`src/rtl/np_tx_cfg.svh`:
```
// Offsets, field positions and reset values of the next-page transmit block
`ifndef NP_TX_CFG_SVH
`define NP_TX_CFG_SVH
`define APB_AW 12
`define APB_DW 32
`define NPT_OFF 12'h0e8
`define NPL_OFF 12'h100
`define CTL_OFF 12'h104
`define STS_OFF 12'h108
`define NPT_W 16
`define NPT_RESET 16'h2001
`define NPT_NP_BIT 15
`define NPT_RSV_BIT 14
`define NPT_MP_BIT 13
`define NPT_ACK_BIT 12
`define NPT_TG_BIT 11
`define CODE_W 11
`define CODE_RESET 11'h001
`define ST_W 4
`define CTL_EN_BIT 0
`define STS_PEND_BIT 4
`define STS_VALID_BIT 5
`define STS_DONE_BIT 6
`define STS_FIRST_BIT 7
`endif

```
`src/rtl/np_tx_pkg.sv`:
```
// Types shared by the next-page transmit block
`include "np_tx_cfg.svh"
package np_tx_pkg;
  typedef struct packed {
    logic psel;
    logic penable;
    logic pwrite;
    logic [`APB_AW-1:0] paddr;
    logic [`APB_DW-1:0] pwdata;
  } apb_req_t;

  typedef struct packed {
    logic more_pages_flag;
    logic rsvd;
    logic page_type_flag;
    logic comply_acknowledge;
    logic toggle;
    logic [`CODE_W-1:0] code;
  } np_word_t;

  typedef enum logic [`ST_W-1:0] {
    ST_IDLE = 4'h1,
    ST_WAIT_BASE = 4'h2,
    ST_SEND = 4'h4,
    ST_DONE = 4'h8
  } state_t;
endpackage : np_tx_pkg

```
`src/rtl/field_hold.sv`:
```
// Loadable holding register with a constant reset value
`timescale 1ns/1ps
`default_nettype none
module field_hold #(
  parameter int W = 16,
  parameter logic [W-1:0] RST = '0
) (
  // Clock and reset
  input wire logic clk,
  input wire logic arst_n,
  // Load port
  input wire logic ld,
  input wire logic [W-1:0] d,
  output logic [W-1:0] q
);
  logic [W-1:0] q_ff;
  logic [W-1:0] nxt_q;

  always_comb begin
    nxt_q = ld ? d : q_ff;
  end

  always_ff @(posedge clk or negedge arst_n) begin
    if (!arst_n) begin
      q_ff <= RST;
    end else begin
      q_ff <= nxt_q;
    end
  end

  assign q = q_ff;
endmodule : field_hold
`default_nettype wire

```
`src/rtl/port2_next_page_transmit.sv`:
```
// Port 2 next-page transmit word, page sequencing and APB register access
`timescale 1ns/1ps
`default_nettype none
`include "np_tx_cfg.svh"
module port2_next_page_transmit (
  // Clock and reset
  input wire logic CLK,
  input wire logic ARST_N,
  // APB slave
  input wire np_tx_pkg::apb_req_t APB_REQ,
  output logic [`APB_DW-1:0] PRDATA,
  output logic PREADY,
  output logic PSLVERR,
  // Auto-negotiation arbiter side
  input wire logic BASE_DONE,
  input wire logic BASE_TOGGLE,
  input wire logic PAGE_ACK,
  output var np_tx_pkg::np_word_t NP_WORD,
  output logic NP_VALID
);
  import np_tx_pkg::*;

  // Bus decode
  logic setup;
  logic access;
  logic sel_npt;
  logic sel_npl;
  logic sel_ctl;
  logic sel_sts;
  logic mapped;
  logic wr;

  assign setup = APB_REQ.psel && !APB_REQ.penable;
  assign access = APB_REQ.psel && APB_REQ.penable;
  assign sel_npt = APB_REQ.paddr == `NPT_OFF;
  assign sel_npl = APB_REQ.paddr == `NPL_OFF;
  assign sel_ctl = APB_REQ.paddr == `CTL_OFF;
  assign sel_sts = APB_REQ.paddr == `STS_OFF;
  assign mapped = sel_npt || sel_npl || sel_ctl || sel_sts;
  assign wr = access && APB_REQ.pwrite && mapped;
  // Zero-wait slave: every access phase completes in its first cycle
  assign PREADY = access;
  assign PSLVERR = access && !mapped;

  // Sequencing state
  state_t state_ff;
  state_t nxt_state;
  logic base_tog_ff;
  logic nxt_base_tog;
  logic first_ff;
  logic nxt_first;
  logic pending_ff;
  logic nxt_pending;
  logic valid_ff;
  logic nxt_valid;
  logic done_ff;
  logic nxt_done;
  logic loaded_ff;
  logic nxt_loaded;
  logic enable_ff;
  logic nxt_enable;
  logic [`APB_DW-1:0] prdata_ff;
  logic [`APB_DW-1:0] nxt_prdata;

  // Staged and transmitted words
  np_word_t stage_q;
  np_word_t stage_d;
  np_word_t word_q;
  np_word_t word_d;
  logic stage_ld;
  logic word_ld;
  logic last_ack;

  // A load is refused while staged content waits; software polls pending
  assign stage_ld = wr && sel_npl && !pending_ff;
  // Words go out only after the base page and one at a time
  assign word_ld = (state_ff == ST_SEND) && pending_ff && !valid_ff && enable_ff;
  assign last_ack = valid_ff && PAGE_ACK && !word_q.more_pages_flag;

  always_comb begin
    stage_d = np_word_t'(APB_REQ.pwdata[`NPT_W-1:0]);
    stage_d.rsvd = 1'b0;
    stage_d.toggle = 1'b0;
    word_d = stage_q;
    word_d.rsvd = 1'b0;
    // First page inverts the base bit, later ones invert the last word
    word_d.toggle = first_ff ? !base_tog_ff : !word_q.toggle;
  end

  field_hold #(
    .W(`NPT_W),
    .RST(`NPT_RESET)
  ) u_stage (
    .clk(CLK),
    .arst_n(ARST_N),
    .ld(stage_ld),
    .d(stage_d),
    .q(stage_q)
  );

  // Holds bit 15, 13, 12, toggle and code with their reset values
  field_hold #(
    .W(`NPT_W),
    .RST(`NPT_RESET)
  ) u_word (
    .clk(CLK),
    .arst_n(ARST_N),
    .ld(word_ld),
    .d(word_d),
    .q(word_q)
  );

  always_comb begin
    nxt_state = state_ff;
    nxt_base_tog = base_tog_ff;
    nxt_first = first_ff;
    nxt_pending = pending_ff;
    nxt_valid = valid_ff;
    nxt_done = done_ff;
    nxt_loaded = loaded_ff || word_ld;
    nxt_enable = enable_ff;
    if (wr && sel_ctl) begin
      nxt_enable = APB_REQ.pwdata[`CTL_EN_BIT];
    end
    if (stage_ld) begin
      nxt_pending = 1'b1;
    end
    if (word_ld) begin
      nxt_pending = 1'b0;
      nxt_valid = 1'b1;
      nxt_first = 1'b0;
    end
    if (valid_ff && PAGE_ACK) begin
      nxt_valid = 1'b0;
    end
    case (state_ff)
      ST_IDLE: begin
        if (enable_ff) begin
          nxt_state = ST_WAIT_BASE;
        end
      end
      ST_WAIT_BASE, ST_DONE: begin
        if (BASE_DONE) begin
          nxt_state = ST_SEND;
          nxt_base_tog = BASE_TOGGLE;
          nxt_first = 1'b1;
        end
      end
      ST_SEND: begin
        if (last_ack) begin
          nxt_state = ST_DONE;
        end
      end
      default: begin
        nxt_state = ST_IDLE;
      end
    endcase
    if (!enable_ff) begin
      nxt_state = ST_IDLE;
      nxt_valid = 1'b0;
    end
    // Hardware set wins over a same-cycle software clear
    if (wr && sel_sts && APB_REQ.pwdata[`STS_DONE_BIT]) begin
      nxt_done = 1'b0;
    end
    if (state_ff == ST_SEND && last_ack) begin
      nxt_done = 1'b1;
    end
  end

  always_ff @(posedge CLK or negedge ARST_N) begin
    if (!ARST_N) begin
      state_ff <= ST_IDLE;
      base_tog_ff <= 1'b0;
      first_ff <= 1'b0;
      pending_ff <= 1'b0;
      valid_ff <= 1'b0;
      done_ff <= 1'b0;
      loaded_ff <= 1'b0;
      enable_ff <= 1'b0;
    end else begin
      state_ff <= nxt_state;
      base_tog_ff <= nxt_base_tog;
      first_ff <= nxt_first;
      pending_ff <= nxt_pending;
      valid_ff <= nxt_valid;
      done_ff <= nxt_done;
      loaded_ff <= nxt_loaded;
      enable_ff <= nxt_enable;
    end
  end

  // Read data is sampled in the setup cycle so PRDATA comes from a flop
  always_comb begin
    nxt_prdata = prdata_ff;
    if (setup) begin
      nxt_prdata = '0;
      if (sel_npt) begin
        nxt_prdata[`NPT_W-1:0] = word_q;
      end else if (sel_npl) begin
        nxt_prdata[`NPT_W-1:0] = stage_q;
      end else if (sel_ctl) begin
        nxt_prdata[`CTL_EN_BIT] = enable_ff;
      end else if (sel_sts) begin
        nxt_prdata[`ST_W-1:0] = state_ff;
        nxt_prdata[`STS_PEND_BIT] = pending_ff;
        nxt_prdata[`STS_VALID_BIT] = valid_ff;
        nxt_prdata[`STS_DONE_BIT] = done_ff;
        nxt_prdata[`STS_FIRST_BIT] = first_ff;
      end
    end
  end

  always_ff @(posedge CLK or negedge ARST_N) begin
    if (!ARST_N) begin
      prdata_ff <= '0;
    end else begin
      prdata_ff <= nxt_prdata;
    end
  end

  assign PRDATA = prdata_ff;
  assign NP_WORD = word_q;
  assign NP_VALID = valid_ff;
endmodule : port2_next_page_transmit
`default_nettype wire

```
`config.mk`:
```
export PLATFORM = sky130hd
export DESIGN_NAME = port2_next_page_transmit
export DESIGN_NICKNAME = d
export VERILOG_FILES = /design/src/rtl/np_tx_pkg.sv /design/src/rtl/field_hold.sv /design/src/rtl/port2_next_page_transmit.sv
export VERILOG_INCLUDE_DIRS = /design/src /design/src/rtl
export SDC_FILE = /design/constraint.sdc
export NUM_CORES = 1
export LEC_CHECK = 0
export BUFFER_PORTS_ARGS = -buffer_cell sky130_fd_sc_hd__buf_2
export CAP_MARGIN = 20
export CELL_PAD_IN_SITES_DETAIL_PLACEMENT = 0
export CELL_PAD_IN_SITES_GLOBAL_PLACEMENT = 2
export CORE_ASPECT_RATIO = 0.5
export CORE_UTILIZATION = 33
export CTS_BUF_LIST = sky130_fd_sc_hd__clkbuf_16
export CTS_CLUSTER_SIZE = 14
export DETAILED_ROUTE_END_ITERATION = 8
export GPL_TIMING_DRIVEN = 0
export PLACE_DENSITY = 0.85
export SYNTH_ARGS = -nofsm -noshare
export SYNTH_HDL_FRONTEND = slang
export SYNTH_SLANG_ARGS = --single-unit
```
`constraint.sdc`:
```
create_clock -name CLK -period 3.6 [get_ports CLK]
set_clock_uncertainty 0.05 [all_clocks]
set_input_delay 0.9 -clock CLK [delete_from_list [all_inputs] [get_ports CLK]]
set_output_delay 0.9 -clock CLK [all_outputs]
set_load 0.01 [all_outputs]
```
==> reports/metrics.yaml <==
run_status:
  status: "completed"
floorplan:
  die_h_um: 65.31
  num_io_pins: 103
  core_area_mm2: 0.007542
  floorplan.initialDensity: 0.3507
  num_rows: 22
  die_w_um: 128.6
  fp.dieArea_mm2: 0.008399
global_route:
  grt_overflow_total: 0
  grt_pass1_vias: 1965
  grt_pass1_wl_um: 9853
  grt_max_degree: 32
  gr-usage-all-layers: 0.1542
  antenna_found_initial: 0
placement:
  dpl.hpwl_um: 4386
  io_buffers: 66
  dp_cells: 399
  dpl_worst_slack_ns: 0.4623
  gp_congestion: 0.7638
  placed_area_mm2: 0.003194
layout:
  final_cells: 407
  fin_nets: 350
  drive_above_1_share: 0.4816
  syn2layout_area_growth_pct: 27.10
  fill_cells: 739
  n_antenna_cell: 0
  postLayoutCellArea_mm2: 0.003362
critical_path:
  cpMaxStageDelayCell: "nor4b_4"
  r2r_cells: 7
  r2r_start: "state_ff[3]$_DFFE_PN0P_"
  crit_path_end_kind: "output pin"
  crit_required_ns: 2.65
  arrival_ns: 2.26
  critical-path-max-stage-delay_ns: 0.69
  startpoint_type: "input pin"
  path_max_fanout: 10
  crit_chain: "buf_2 > nor4b_4 > a21oi_1 > o21ai_0 > o21ai_0 > buf_2"
  path_class: "in2out"
  r2r_end: "u_word.q[11]$_DFFE_PN0P_"
  r2r_setup_slack_ns: 1.45
synth:
  yosysTopAreaCell: "dfrtp_1"
  synth_cell_types: 47
  yosys_warnings: 0
  netlist_area_mm2: 0.002645
  synth-seq-cells: 54
  synth_top_area_frac: 0.4636
  synth-compound-area-share: 0.1367
  synthSimpleGateAreaFrac: 0.1102
  synth_fa_ha_area_frac: 0
  synthXorXnorAreaFrac: 0.006623
  ys.flop_type: "dfrtp_1"
  async_flop_share: 1.000
  syn_inst: 207
  ys_top_cells_by_area: "dfrtp_1, mux2_2, buf_4"
  avgSynthCellArea_um2: 12.78
  muxShareOfSynthArea: 0.1500
  synth.yosys.seq_area_share: 0.5132
  synth_enable_flop_cells: 0
  synth_top_family_by_area: "multiplexers"
routing:
  drc: 0
  ant_nets: 0
  vias: 1962
  first_pass_iters: 4
  wl_per_cell_um: 15.01
  drt_iter0_drc: 56
  viasPerCell: 4.821
  finalWirelength_um: 6108
sta:
  slew_viol_final: 0
  finalCritPeriodShare: 0.8903
  fmax_mhz: 312.0
  max_slew.worst_pin.slew_ns: 0.7279
  hold_viol_final: 0
  fin_ws_ns: 0.3948
  holdWs_ns: 0.4586
  finalSetupViolations: 0
  relSlewSlack: 0.5127
  setup_tns_ns: 0
  rsz0062_at_grt: "no"
  period_needed_ns: 3.205
clock_tree:
  cts_tree: "done"
  cts_resized: 0
  cts-buffers-inserted: 5
  clk_latency_ns: 0.29
  clk_pin_slew_ns: 0.07
  postCtsSetupRepairBufs: 0
  htree_levels: 2
  cts_buffer_depth: 2
  cts-root-buf: "clkbuf_16"
  cts.sinks: 54
  hold_buffers: 0
pwr:
  power_density_mw_per_mm2: 365.7
  pwr-share-clk: 0.441
  switching_power_uw: 259.7
  power_frac_seq: 0.494
  p_int_uw: 969.7
  p_comb_frac: 0.065
  vdd_drop_max_mv: 0.2100
  p_leak_uw: 0.001770
  switching_share: 0.2112
hold_path:
  hold_class: "reg2reg"
  min-delay-start: "u_stage.q[8]$_DFFE_PN0P_"
  min_path_cells: 1
  hold_path_end: "PRDATA[8]$_DFFE_PN0P_"
run:
  maxCapViolCount: 0
[synthesized netlist by cell type (all sizes together), types with 2 or more instances]
cell,n
inv,3
nor4,3
dfstp,5
mux2,31
o21ai,14
buf,26
clkbuf,2
nor2,6
a21o,6
a22oi,14
nor4b,5
a22o,8
dfrtp,49
and4b,2
nand2,7
nand2b,2
a21boi,2
[power by group through the flow]
stage	clock network [uW]	logic, uW	registers (uW)
global route	584	89.0	607
CTS	559	80.4	607
global placement	0	76.1	619
floorplan	0	35.3	619
finish	542	80.1	607
detailed placement	0	80.1	619
[final cells by class]
class	count	area, um^2	share of cell area
Clock buffer	5	125.1	0.03722
Multi-Input combinational cell	139	1135	0.3376
Tap cell	108	135.1	0.04019
Buffer	28	205.2	0.06103
Sequential cell	54	1358	0.4038
Inverter	3	11.26	0.003349
Clock inverter	3	42.54	0.01265
Timing Repair Buffer	67	350.3	0.1042
[metrics by stage]
step	total power, uW	util
6_report	1229	0.4458
5_1_grt	1280	0.4458
4_1_cts	1247	0.4458
2_1_floorplan	654.0	-
3_5_place_dp	698.8	0.4235
3_3_place_gp	694.7	0.4209
[layer usage]
| metal | global-route usage | vias to the layer above | part of all wire |
|---|---|---|---|
| met4 | 0.03824 | 0 | 0.010 |
| met1 | 0.1986 | 984 | 0.45 |
| met3 | 0.03339 | 7 | 0.061 |
| li1 | - | 908 | - |
| met2 | 0.2655 | 63 | 0.47 |
| met5 | 0 | - | 0 |
[how the worst max path moves through the flow]
| stage | from | end | slack [ns] | depth (start not counted) |
|---|---|---|---|---|
| floorplan | APB_REQ[37] | PSLVERR | 0.91 | 4 |
| global placement | APB_REQ[34] | PSLVERR | 0.43 | 6 |
| detailed placement | APB_REQ[34] | PSLVERR | 0.46 | 6 |
| CTS | APB_REQ[34] | PSLVERR | 0.44 | 6 |
| global route | APB_REQ[34] | PSLVERR | 0.32 | 6 |
| finish | APB_REQ[34] | PSLVERR | 0.39 | 6 |
[cell families after synthesis]
group	after synthesis
mux	32
simple gates	36
flops	54
xor+xnor	2
buf+inv	31
other cells	1
compound gates	51
[flip-flops by register name (all words and copies together), names as in the netlist]
name / count
done_ff: 1
state_ff: 4
first_ff: 1
PRDATA: 15
NP_VALID: 1
u_word.q: 15
u_stage.q: 14
base_tog_ff: 1
enable_ff: 1
pending_ff: 1
[cells in the final DEF (no fill, tap or decap), types with 6 or more instances in the layout]
cell type	n
buf_2	70
conb_1	18
mux2_4	10
dfrtp_1	49
mux2_2	21
a22o_1	8
a22oi_1	14
a21o_1	6
buf_4	21
nand2_1	6
o21ai_0	14
nor2_1	6
[worst max-delay path: cells and delay by family]
family	cells	cell delay, ns
and+or+nand+nor	1	0.69
buffers and inverters	2	0.32
AOI/OAI and AO/OA	3	0.34
(Power assumes the default switching activity.)
